File: src/verilog/mpc_consts.vh
// constants for motor pin control and fault report block
`ifndef MPC_CONSTS_VH
`define MPC_CONSTS_VH
// speed source select encodings
`define MPC_SRC_ANALOG      2'h0
`define MPC_SRC_PWM         2'h1
`define MPC_SRC_I2C         2'h2
`define MPC_SRC_FREQ        2'h3
// buck voltage select encodings
`define MPC_BUCK_3V3        2'h0
`define MPC_BUCK_4V0        2'h1
`define MPC_BUCK_5V0        2'h2
`define MPC_BUCK_5V7        2'h3
// buck current limit select
`define MPC_CL_600MA        1'h0
`define MPC_CL_150MA        1'h1
// motor state codes
`define MPC_ST_IDLE         3'h0
`define MPC_ST_RUN          3'h1
`define MPC_ST_RAMP         3'h2
`define MPC_ST_BRAKE        3'h3
`define MPC_ST_COAST        3'h4
`define MPC_ST_RESTART      3'h5
// reset values
`define MPC_SPEED_RST       16'h0000
`define MPC_PHASE_RST       2'h0
// ramp step per cycle while slowing down
`define MPC_RAMP_STEP       16'h0001
// restart sequence length in cycles
`define MPC_RESTART_CYC     8'h10
`endif

File: src/verilog/mpc_top.v
// motor control pin handling, fault routing and speed pulse logic
`timescale 1ns/1ps
`include "mpc_consts.vh"

// =====================================================================
module mpc_top (
   input  wire        clk_in,
   input  wire        nrst_in,
   input  wire        brake_pin_in,
   input  wire        dir_pin_in,
   input  wire        drive_disable_input_in,
   input  wire        brake_ovr_en_in,
   input  wire        brake_ovr_val_in,
   input  wire        dir_ovr_en_in,
   input  wire        dir_ovr_val_in,
   input  wire [15:0] brake_speed_thr_in,
   input  wire [1:0]  speed_src_sel_in,
   input  wire [15:0] pin_duty_in,
   input  wire [15:0] pin_freq_in,
   input  wire [15:0] pin_analog_in,
   input  wire [15:0] reg_speed_cmd_in,
   input  wire        actionable_fault_in,
   input  wire        report_fault_in,
   input  wire        alarm_pin_en_in,
   input  wire        pullup_en_stored_in,
   input  wire [1:0]  buck_sel_in,
   input  wire        buck_current_limit_select_in,
   input  wire        regulator_sequencing_disable_in,
   output reg  [1:0]  phase_out,
   output reg         outputs_enable_out,
   output reg  [15:0] motor_speed_out,
   output reg  [2:0]  motor_state_out,
   output reg         sleep_out,
   output reg         core_active_out,
   output reg         no_motor_flag_out,
   output reg         fault_out_n,
   output reg         alarm_out,
   output reg         alarm_oe_out,
   output reg         speed_pulse_output_out,
   output reg         pullup_active_out,
   output reg  [1:0]  buck_vsel_out,
   output reg         buck_current_limit_select_150ma_out,
   output reg         seq_enable_out,
   output reg  [7:0]  fault_status_out
);

   // =================================================================
   // input synchronisers
   wire brk_sync;
   wire dir_sync;
   wire drv_sync;

   mpc_sync2 #(.WIDTH(1)) u_mpc_sync2_brk (
      .clk_in  (clk_in),
      .nrst_in (nrst_in),
      .d_in    (brake_pin_in),
      .q_out   (brk_sync)
   );

   mpc_sync2 #(.WIDTH(1)) u_mpc_sync2_dir (
      .clk_in  (clk_in),
      .nrst_in (nrst_in),
      .d_in    (dir_pin_in),
      .q_out   (dir_sync)
   );

   mpc_sync2 #(.WIDTH(1)) u_mpc_sync2_drv (
      .clk_in  (clk_in),
      .nrst_in (nrst_in),
      .d_in    (drive_disable_input_in),
      .q_out   (drv_sync)
   );

   wire brake_req = brake_ovr_en_in ? brake_ovr_val_in : brk_sync;
   wire dir_fwd   = dir_ovr_en_in ? dir_ovr_val_in : dir_sync;
   wire drv_off   = drv_sync;

   // =================================================================
   // speed command source select
   reg [15:0] speed_cmd;

   always @* begin
      case (speed_src_sel_in)
         `MPC_SRC_ANALOG: speed_cmd = pin_analog_in;
         `MPC_SRC_PWM:    speed_cmd = pin_duty_in;
         `MPC_SRC_I2C:    speed_cmd = reg_speed_cmd_in;
         `MPC_SRC_FREQ:   speed_cmd = pin_freq_in;
         default:         speed_cmd = pin_analog_in;
      endcase
   end

   // sleep request from speed command alone; drive disable still ends sleep by moving IDLE to COAST
   wire sleep_req = (speed_cmd == 16'h0000);

   // =================================================================
   // motor state machine
   reg [2:0]  state_r;
   reg [2:0]  state_nxt;
   reg [15:0] speed_r;
   reg [15:0] speed_nxt;
   reg [7:0]  rst_cnt_r;
   reg [7:0]  rst_cnt_nxt;

   always @* begin
      state_nxt   = state_r;
      speed_nxt   = speed_r;
      rst_cnt_nxt = rst_cnt_r;
      case (state_r)
         `MPC_ST_IDLE: begin
            speed_nxt = `MPC_SPEED_RST;
            if (drv_off)
               state_nxt = `MPC_ST_COAST;
            else if (!sleep_req) begin
               state_nxt   = `MPC_ST_RESTART;
               rst_cnt_nxt = 8'h00;
            end
         end
         `MPC_ST_RUN: begin
            speed_nxt = speed_cmd;
            if (drv_off)
               state_nxt = `MPC_ST_COAST;
            else if (brake_req)
               state_nxt = `MPC_ST_RAMP;
            else if (sleep_req)
               state_nxt = `MPC_ST_IDLE;
         end
         `MPC_ST_RAMP: begin
            if (drv_off)
               state_nxt = `MPC_ST_COAST;
            else if (!brake_req)
               state_nxt = `MPC_ST_RUN;
            else if (speed_r <= brake_speed_thr_in)
               state_nxt = `MPC_ST_BRAKE;
            else
               speed_nxt = speed_r - `MPC_RAMP_STEP;
         end
         `MPC_ST_BRAKE: begin
            speed_nxt = `MPC_SPEED_RST;
            if (drv_off)
               state_nxt = `MPC_ST_COAST;
            else if (!brake_req) begin
               state_nxt   = `MPC_ST_RESTART;
               rst_cnt_nxt = 8'h00;
            end
         end
         `MPC_ST_COAST: begin
            speed_nxt = `MPC_SPEED_RST;
            if (!drv_off) begin
               state_nxt   = `MPC_ST_RESTART;
               rst_cnt_nxt = 8'h00;
            end
         end
         `MPC_ST_RESTART: begin
            speed_nxt   = `MPC_SPEED_RST;
            rst_cnt_nxt = rst_cnt_r + 8'h01;
            if (drv_off)
               state_nxt = `MPC_ST_COAST;
            else if (rst_cnt_r == `MPC_RESTART_CYC - 8'h01)
               state_nxt = `MPC_ST_RUN;
         end
         default: begin
            state_nxt = `MPC_ST_IDLE;
            speed_nxt = `MPC_SPEED_RST;
         end
      endcase
   end

   always @(posedge clk_in or negedge nrst_in) begin
      if (!nrst_in) begin
         state_r   <= `MPC_ST_IDLE;
         speed_r   <= `MPC_SPEED_RST;
         rst_cnt_r <= 8'h00;
      end else begin
         state_r   <= state_nxt;
         speed_r   <= speed_nxt;
         rst_cnt_r <= rst_cnt_nxt;
      end
   end

   // =================================================================
   // commutation phase stepping and speed pulse accumulator
   reg  [15:0] phase_acc_r;
   reg  [15:0] pulse_acc_r;
   wire        spinning  = (state_r == `MPC_ST_RUN) || (state_r == `MPC_ST_RAMP);
   // carry out of the 16-bit sum marks one step
   wire [16:0] pulse_sum = {1'b0, pulse_acc_r} + {1'b0, speed_r};
   wire [16:0] phase_sum = {1'b0, phase_acc_r} + {1'b0, speed_r};

   always @(posedge clk_in or negedge nrst_in) begin
      if (!nrst_in) begin
         phase_acc_r            <= 16'h0000;
         pulse_acc_r            <= 16'h0000;
         phase_out              <= `MPC_PHASE_RST;
         speed_pulse_output_out <= 1'b0;
      end else begin
         if (spinning) begin
            phase_acc_r <= phase_sum[15:0];
            pulse_acc_r <= pulse_sum[15:0];
            if (phase_sum[16]) begin
               // forward A,B,C = 0,1,2; reverse A,C,B = 0,2,1
               if (dir_fwd)
                  phase_out <= (phase_out == 2'h2) ? 2'h0 : phase_out + 2'h1;
               else
                  phase_out <= (phase_out == 2'h0) ? 2'h2 : phase_out - 2'h1;
            end
            if (pulse_sum[16])
               speed_pulse_output_out <= ~speed_pulse_output_out;
         end else begin
            phase_acc_r            <= 16'h0000;
            pulse_acc_r            <= 16'h0000;
            speed_pulse_output_out <= 1'b0;
         end
      end
   end

   // =================================================================
   // status outputs
   always @(posedge clk_in or negedge nrst_in) begin
      if (!nrst_in) begin
         outputs_enable_out <= 1'b0;
         motor_speed_out    <= `MPC_SPEED_RST;
         motor_state_out    <= `MPC_ST_IDLE;
         sleep_out          <= 1'b0;
         core_active_out    <= 1'b0;
         no_motor_flag_out  <= 1'b0;
         fault_status_out   <= 8'h00;
      end else begin
         outputs_enable_out <= spinning && !drv_off;
         motor_speed_out    <= speed_r;
         motor_state_out    <= state_r;
         sleep_out          <= (state_r == `MPC_ST_IDLE) && sleep_req;
         core_active_out    <= 1'b1;
         no_motor_flag_out  <= (state_r == `MPC_ST_COAST);
         fault_status_out   <= {3'h0, drv_off, brake_req, no_motor_flag_out,
                                report_fault_in, actionable_fault_in};
      end
   end

   // =================================================================
   // fault routing to fault and alarm pins
   always @(posedge clk_in or negedge nrst_in) begin
      if (!nrst_in) begin
         fault_out_n  <= 1'b1;
         alarm_out    <= 1'b0;
         alarm_oe_out <= 1'b0;
      end else begin
         if (alarm_pin_en_in) begin
            alarm_oe_out <= 1'b1;
            alarm_out    <= actionable_fault_in | report_fault_in;
            fault_out_n  <= ~actionable_fault_in;
         end else begin
            // alarm released, pin floats while its enable is low
            alarm_oe_out <= 1'b0;
            alarm_out    <= 1'b0;
            fault_out_n  <= ~(actionable_fault_in | report_fault_in);
         end
      end
   end

   // =================================================================
   // pull-up setting, latched once after power-up
   reg pullup_taken_r;

   // later changes of the stored setting wait for the next power cycle
   always @(posedge clk_in or negedge nrst_in) begin
      if (!nrst_in) begin
         pullup_active_out <= 1'b0;
         pullup_taken_r    <= 1'b0;
      end else begin
         if (!pullup_taken_r) begin
            pullup_taken_r    <= 1'b1;
            pullup_active_out <= pullup_en_stored_in;
         end
      end
   end

   // =================================================================
   // regulator settings
   always @(posedge clk_in or negedge nrst_in) begin
      if (!nrst_in) begin
         buck_vsel_out     <= `MPC_BUCK_3V3;
         buck_current_limit_select_150ma_out <= `MPC_CL_600MA;
         seq_enable_out    <= 1'b0;
      end else begin
         buck_vsel_out     <= buck_sel_in;
         buck_current_limit_select_150ma_out <= buck_current_limit_select_in;
         // sequencing only for the two higher buck voltages
         seq_enable_out    <= !regulator_sequencing_disable_in &&
                              ((buck_sel_in == `MPC_BUCK_5V0) ||
                               (buck_sel_in == `MPC_BUCK_5V7));
      end
   end

endmodule // mpc_top

// =====================================================================
// two-flop synchroniser for asynchronous pins
module mpc_sync2 #(
   parameter WIDTH = 1
) (
   input  wire             clk_in,
   input  wire             nrst_in,
   input  wire [WIDTH-1:0] d_in,
   output wire [WIDTH-1:0] q_out
);

   reg [WIDTH-1:0] meta_r;
   reg [WIDTH-1:0] sync_r;

   // nothing outside reads the first stage
   always @(posedge clk_in or negedge nrst_in) begin
      if (!nrst_in) begin
         meta_r <= {WIDTH{1'b0}};
         sync_r <= {WIDTH{1'b0}};
      end else begin
         meta_r <= d_in;
         sync_r <= meta_r;
      end
   end

   assign q_out = sync_r;

endmodule // mpc_sync2

File: config.mk
export PLATFORM = sky130hd
export DESIGN_NAME = mpc_top
export DESIGN_NICKNAME = d
export VERILOG_FILES = /design/src/verilog/mpc_top.v
export VERILOG_INCLUDE_DIRS = /design/src /design/src/verilog
export SDC_FILE = /design/constraint.sdc
export NUM_CORES = 1
export LEC_CHECK = 0
export CORE_ASPECT_RATIO = 0.75
export CORE_MARGIN = 8
export CORE_UTILIZATION = 50
export DETAILED_ROUTE_END_ITERATION = 10
export DONT_BUFFER_PORTS = 1
export PLACE_DENSITY = 0.71
export SKIP_CTS_REPAIR_TIMING = 1
export SLEW_MARGIN = 0
export SYNTH_ARGS = -nofsm -noshare
export SYNTH_HDL_FRONTEND = slang
export SYNTH_SLANG_ARGS = --single-unit
File: constraint.sdc
create_clock -name clk_in -period 2.9 [get_ports clk_in]
set_clock_uncertainty 0.1 [all_clocks]
set_input_delay 0.145 -clock clk_in [delete_from_list [all_inputs] [get_ports clk_in]]
set_output_delay 0.145 -clock clk_in [all_outputs]
set_load 0.01 [all_outputs]
# Yosys cells after proc, flatten, opt, wreduce, memory -nomap -nowiden
# Index checks and enable logic that the tools add are counted.
# op_classes
n_mux	37
n_eq_ne	26
n_lt_le_gt_ge	1
reduce_logical	16
add_sub_neg	6
bitwise	4
# ops
operator	count
2-to-1 mux 16 bit	5
case mux 16 bit (4 select lines)	1
2-to-1 mux 8 bit	5
2-to-1 mux 3 bit	13
adder 16 x 16 -> 17 bit	2
case mux 16 bit (2 select lines)	1
case mux 8 bit (4 select lines)	1
case mux 3 bit (6 select lines)	1
<= comparator 16 bit	1
zero test 16 bit	1
inequality test 2 bit (second input constant)	8
subtractor 16 x 1 -> 16 bit (second input constant)	1
AND reduction 6 bit	2
== test 2 bit (second input constant)	5
inequality test 3 x 2 -> 1 bit (second input constant)	3
adder 8 x 1 -> 8 bit (second input constant)	1
== test 8 x 4 -> 1 bit (second input constant)	1
inequality test 4 x 3 -> 1 bit (second input constant)	2
2-to-1 mux 1 bit	7
== test 3 x 2 -> 1 bit (second input constant)	2
== test 3 bit (second input constant)	2
2-to-1 mux 2 bit	3
zero test 2 bit	2
nonzero test 4 bit	1
13 further kinds	19
# totals
in_bits	99
output_inout_bits	42
elab_cells	117
reg_bits	104

# Depth between registers and ports, before layout
# depth
ltp_word	7
mapped_depth	11

# By module
# Synthesis repeated with hierarchy kept, for this count alone.
# hier_totals
hier_cells	632
area_unflattened_um2	6428.7
# by_module_without_submodules
module	area_each_um2	seq_area_each_um2	cells_each	instances
mpc_top	6278.5	2453.6	626	1
mpc_sync2	50.0	50.0	2	3

# Least setup slack after synthesis
# OpenSTA, ideal clock, no wires.
# synth_path
path_kind	flip-flop to flip-flop
startpoint	reg speed_r[0]
endpoint	reg speed_pulse_output_out
slack_ns	0.069
synth_period_minus_slack_ns	2.831
path_stages_with_launch	11
path_buffers	0
required_time_ns	2.668
t_arrival_ns	2.599
cell_sequence	dfrtp_1 ha_1 fa_1 a21oi_1 o211ai_1 o41ai_1 o21ai_0 o21a_1 a31oi_1 xor2_1 nor2_1
# synth_via
elab_chain_len	2
# synth_rtl
element	line_no	rtl
start: declaration	mpc_top.v:99	reg [15:0] speed_r;
start signal: assignment	mpc_top.v:171	speed_r <= `MPC_SPEED_RST;
start signal: assignment	mpc_top.v:175	speed_r <= speed_nxt;
adder 16 x 16 -> 17 bit	mpc_top.v:186	wire [16:0] pulse_sum = {1'b0, pulse_acc_r} + {1'b0, speed_r};
inequality test 2 x 1 -> 1 bit (no source line)	n/a	
end signal: assignment	mpc_top.v:207	speed_pulse_output_out <= ~speed_pulse_output_out;
end: declaration	mpc_top.v:39	output reg speed_pulse_output_out,
# No other way between the ends.
# A chain may end at the register's enable or synchronous reset.

# Final worst setup path
# layout_path
startpoint	reg speed_r[1]
endpoint	reg speed_r[15]
# layout_via
elab_chain_len	5
word_cells_on_any_way	8
# layout_rtl
element	line_no	rtl
subtractor 16 x 1 -> 16 bit (no source line)	n/a	
2-to-1 mux 16 bit	mpc_top.v:132	else if (speed_r <= brake_speed_thr_in)
2-to-1 mux 16 bit	mpc_top.v:130	else if (!brake_req)
2-to-1 mux 16 bit	mpc_top.v:128	if (drv_off)
case mux 16 bit (2 select lines)	mpc_top.v:108	case (state_r)
# Parallel ways exist; a longest one is shown, timed or not. The select of a mux whose other input is x is not followed.

==> results_dict.tcl <==
set metrics [dict create \
    outcome "complete, but fails checks" \
    violations "negative hold slack" \
    io_buffers 0 \
    synth_top_area_share_pct 41.6 \
    core_mm2 0.0122 \
    antenna_found_initial 2 \
    netlist.top_cell.by_area "dfrtp_1" \
    period_share_pct 96.5 \
    die_w_um 145 \
    max_cap_viol_count 0 \
    rsz0062_at_grt "true" \
    grt-ovfl-total 0 \
    postSynthCellCount 615 \
    setup_viol 0 \
    vias 4834 \
    dr.pass1.iters 5 \
    syn_to_final_growth_pct 17.0 \
    grt_pass1_vias 4709 \
    viasPerCell 5.82 \
    startpoint_type "flip-flop" \
    ctsLongestPathBuffers 2 \
    fin_tns_setup_ps 0 \
    hold_path_end "fault_status_out[3]$_DFF_PN0_" \
    synth-simple-area-share_pct 15.8 \
    hold_path_class "in2reg" \
    clk_pin_slew_worst_paths_ps 80 \
    clkLatencyLatePin_ps 350 \
    syn_area_per_cell_um2 10.1 \
    whs_path_depth 3 \
    dp_slack_ps -72.1 \
    synth-xor-area-share_pct 3.95 \
    cts_tree "yes" \
    worst_slack_ps 101 \
    fin_nets 814 \
    power_density_mw_per_mm2 716 \
    hold_viol_final 1 \
    wl_per_cell_um 19.0 \
    dp.cells 798 \
    cp.arrival_ps 2930 \
    finalNonFillerCells 831 \
    worst_pin_slew_ps 756 \
    dieArea_mm2 0.0163 \
    row_count 35 \
    cts_root_buffer "clkbuf_16" \
    synthMuxAreaShare_pct 8.03 \
    yosysSeqAreaShare_pct 42.0 \
    yosysMostFrequentCell "dfrtp_1" \
    cts_buffers 9 \
    maxSlewHeadroom_pct 49.0 \
    synth_edf_count 0 \
    crit_fanout 5 \
    yosys_warnings 0 \
    wl_um 15800 \
    hold_slack_ps -17.8 \
    gr-usage-all-layers_pct 19.3 \
    layout-drive-gt1-share_pct 15.5 \
    rr_endpoint "speed_r[15]$_DFFE_PN0P_" \
    drv_slew 0 \
    synth.distinct_cells 63 \
    drtIter0Drc 416 \
    reg2reg_slack_ps 100 \
    synth_top_family_by_area "simple AND/OR/NAND/NOR gates" \
    r2r_cells 9 \
    die_h_um 112 \
    synth-seq-cells 104 \
    synth_compound_area_share_pct 14.7 \
    vdd_drop_max_v 0.000472 \
    fmax_mhz 357 \
    fin_crit_ps 2800 \
    yosys_most_used_dff "dfrtp_1" \
    grt_pass1_wl_um 24600 \
    leakagePower_nw 3.48 \
    synth_commonest_cells "dfrtp_1, a21oi_1, nor2_1" \
    min-delay-start "brake_ovr_val_in" \
    synth_area_leaders "dfrtp_1, ha_1, mux4_1, a21oi_1, nor2_1" \
    gp_congestion 0.850 \
    crit_type "reg2reg" \
    synthAdderAreaFrac_pct 11.3 \
    place_area_mm2 0.00659 \
    async_flop_share_pct 100 \
    design_area_mm2 0.00726 \
    cts.sinks 104 \
    pin_count 141 \
    grt_max_degree 105 \
    synth.cell_area_mm2 0.00620 \
    drc_errors 0 \
    required_ps 3030 \
    reg2reg_from "speed_r[1]$_DFFE_PN0P_" \
    place_hpwl_um 11600 \
    end_kind "flip-flop" \
    start_util_pct 50.9 \
    detail-route-antenna-nets 0 \
    htreeDepth 3 \
    diodes 0 \
]
-- stage by stage --
stage / utilization [%] / power, mW / hold slack [ps]
2_1_floorplan: - / 3.16 / -251
3_3_place_gp: 54.1 / 3.63 / -248
3_5_place_dp: 54.1 / 3.70 / -246
4_1_cts: 56.7 / 5.00 / -623
5_1_grt: 59.6 / 5.55 / 0.779
6_report: 59.6 / 5.20 / -17.8
-- cells by family after synthesis --
family / Yosys count
AND/OR/NAND/NOR: 201
multiplexers: 24
AO/OA/AOI/OAI: 145
XOR/XNOR: 28
adder cells (fa/ha/maj): 55
buffers and inverters: 56
other: 2
flip-flops: 104
-- layout make-up --
class	count	area, um^2
fill	1036	4920
clock buffer	10	239
inverter	33	124
multi-input combinational	457	3520
sequential	104	2610
tap	166	208
timing repair buffer	55	482
clock inverter	6	75.1
-- cell usage in the layout, fill, tap and decap left out, drive strengths merged, types with 4 or more instances in the layout --
cell type	instances
a21oi	62
and3	6
nor3	11
ha	53
mux2i	7
xnor2	13
or2	5
nor2b	8
nand2b	6
inv	36
o21ai	27
nand2	53
o21bai	5
nand4	6
a31oi	4
o41ai	6
buf	42
dlygate4sd3	13
mux4	16
o31ai	6
conb	4
nor4	6
dfrtp	103
nor2	63
or3	11
xor2	15
clkbuf	10
nand3	20
a21o	9
-- critical path: stages, from the launching register on --
cell	delay [ps]
dfrtp_2	470
buf_6	160
nor3_2	230
nand3_1	160
or3_1	360
or3_1	370
or3_1	400
nor3_1	210
a31o_1	170
a21oi_1	70
-- report_power, final --
part           leakage (nW)  switching (mW)  internal [mW]
logic                  1.95            1.14          0.896
clock network         0.152           0.567          0.707
registers              1.38           0.234           1.65
total                  3.48            1.94           3.26
-- flip-flops by register name (all words and copies together), names as in the netlist, 2 cells and up --
signal,flops
motor_speed_out,16
phase_acc_r,16
pulse_acc_r,16
speed_r,16
rst_cnt_r,8
fault_status_out,5
motor_state_out,3
state_r,3
buck_vsel_out,2
phase_out,2
-- worst max path at each step --
stage	depth (start not counted)	start	slack (ps)	end
after detailed placement	11	speed_r[0]$_DFFE_PN0P_	-70	phase_acc_r[14]$_DFF_PN0_
final	9	speed_r[1]$_DFFE_PN0P_	100	speed_r[15]$_DFFE_PN0P_
after floorplan	10	speed_r[0]$_DFFE_PN0P_	70	speed_pulse_output_out$_DFFE_PN0P_
after global routing	11	speed_r[0]$_DFFE_PN0P_	-60	speed_pulse_output_out$_DFFE_PN0P_
after global placement	11	speed_r[0]$_DFFE_PN0P_	-20	phase_acc_r[14]$_DFF_PN0_
after CTS	11	speed_r[0]$_DFFE_PN0P_	-110	phase_out[1]$_DFFE_PN0P_
-- per-layer routing --
layer,part of all wire (%),GRT usage [%],wire length (um)
met1,44,26.0,7030
met5,0.082,0,13
met3,8.9,5.68,1410
met4,1.1,4.56,176
met2,45,29.8,7200
Note: power is estimated with default switching activity, not from simulation.
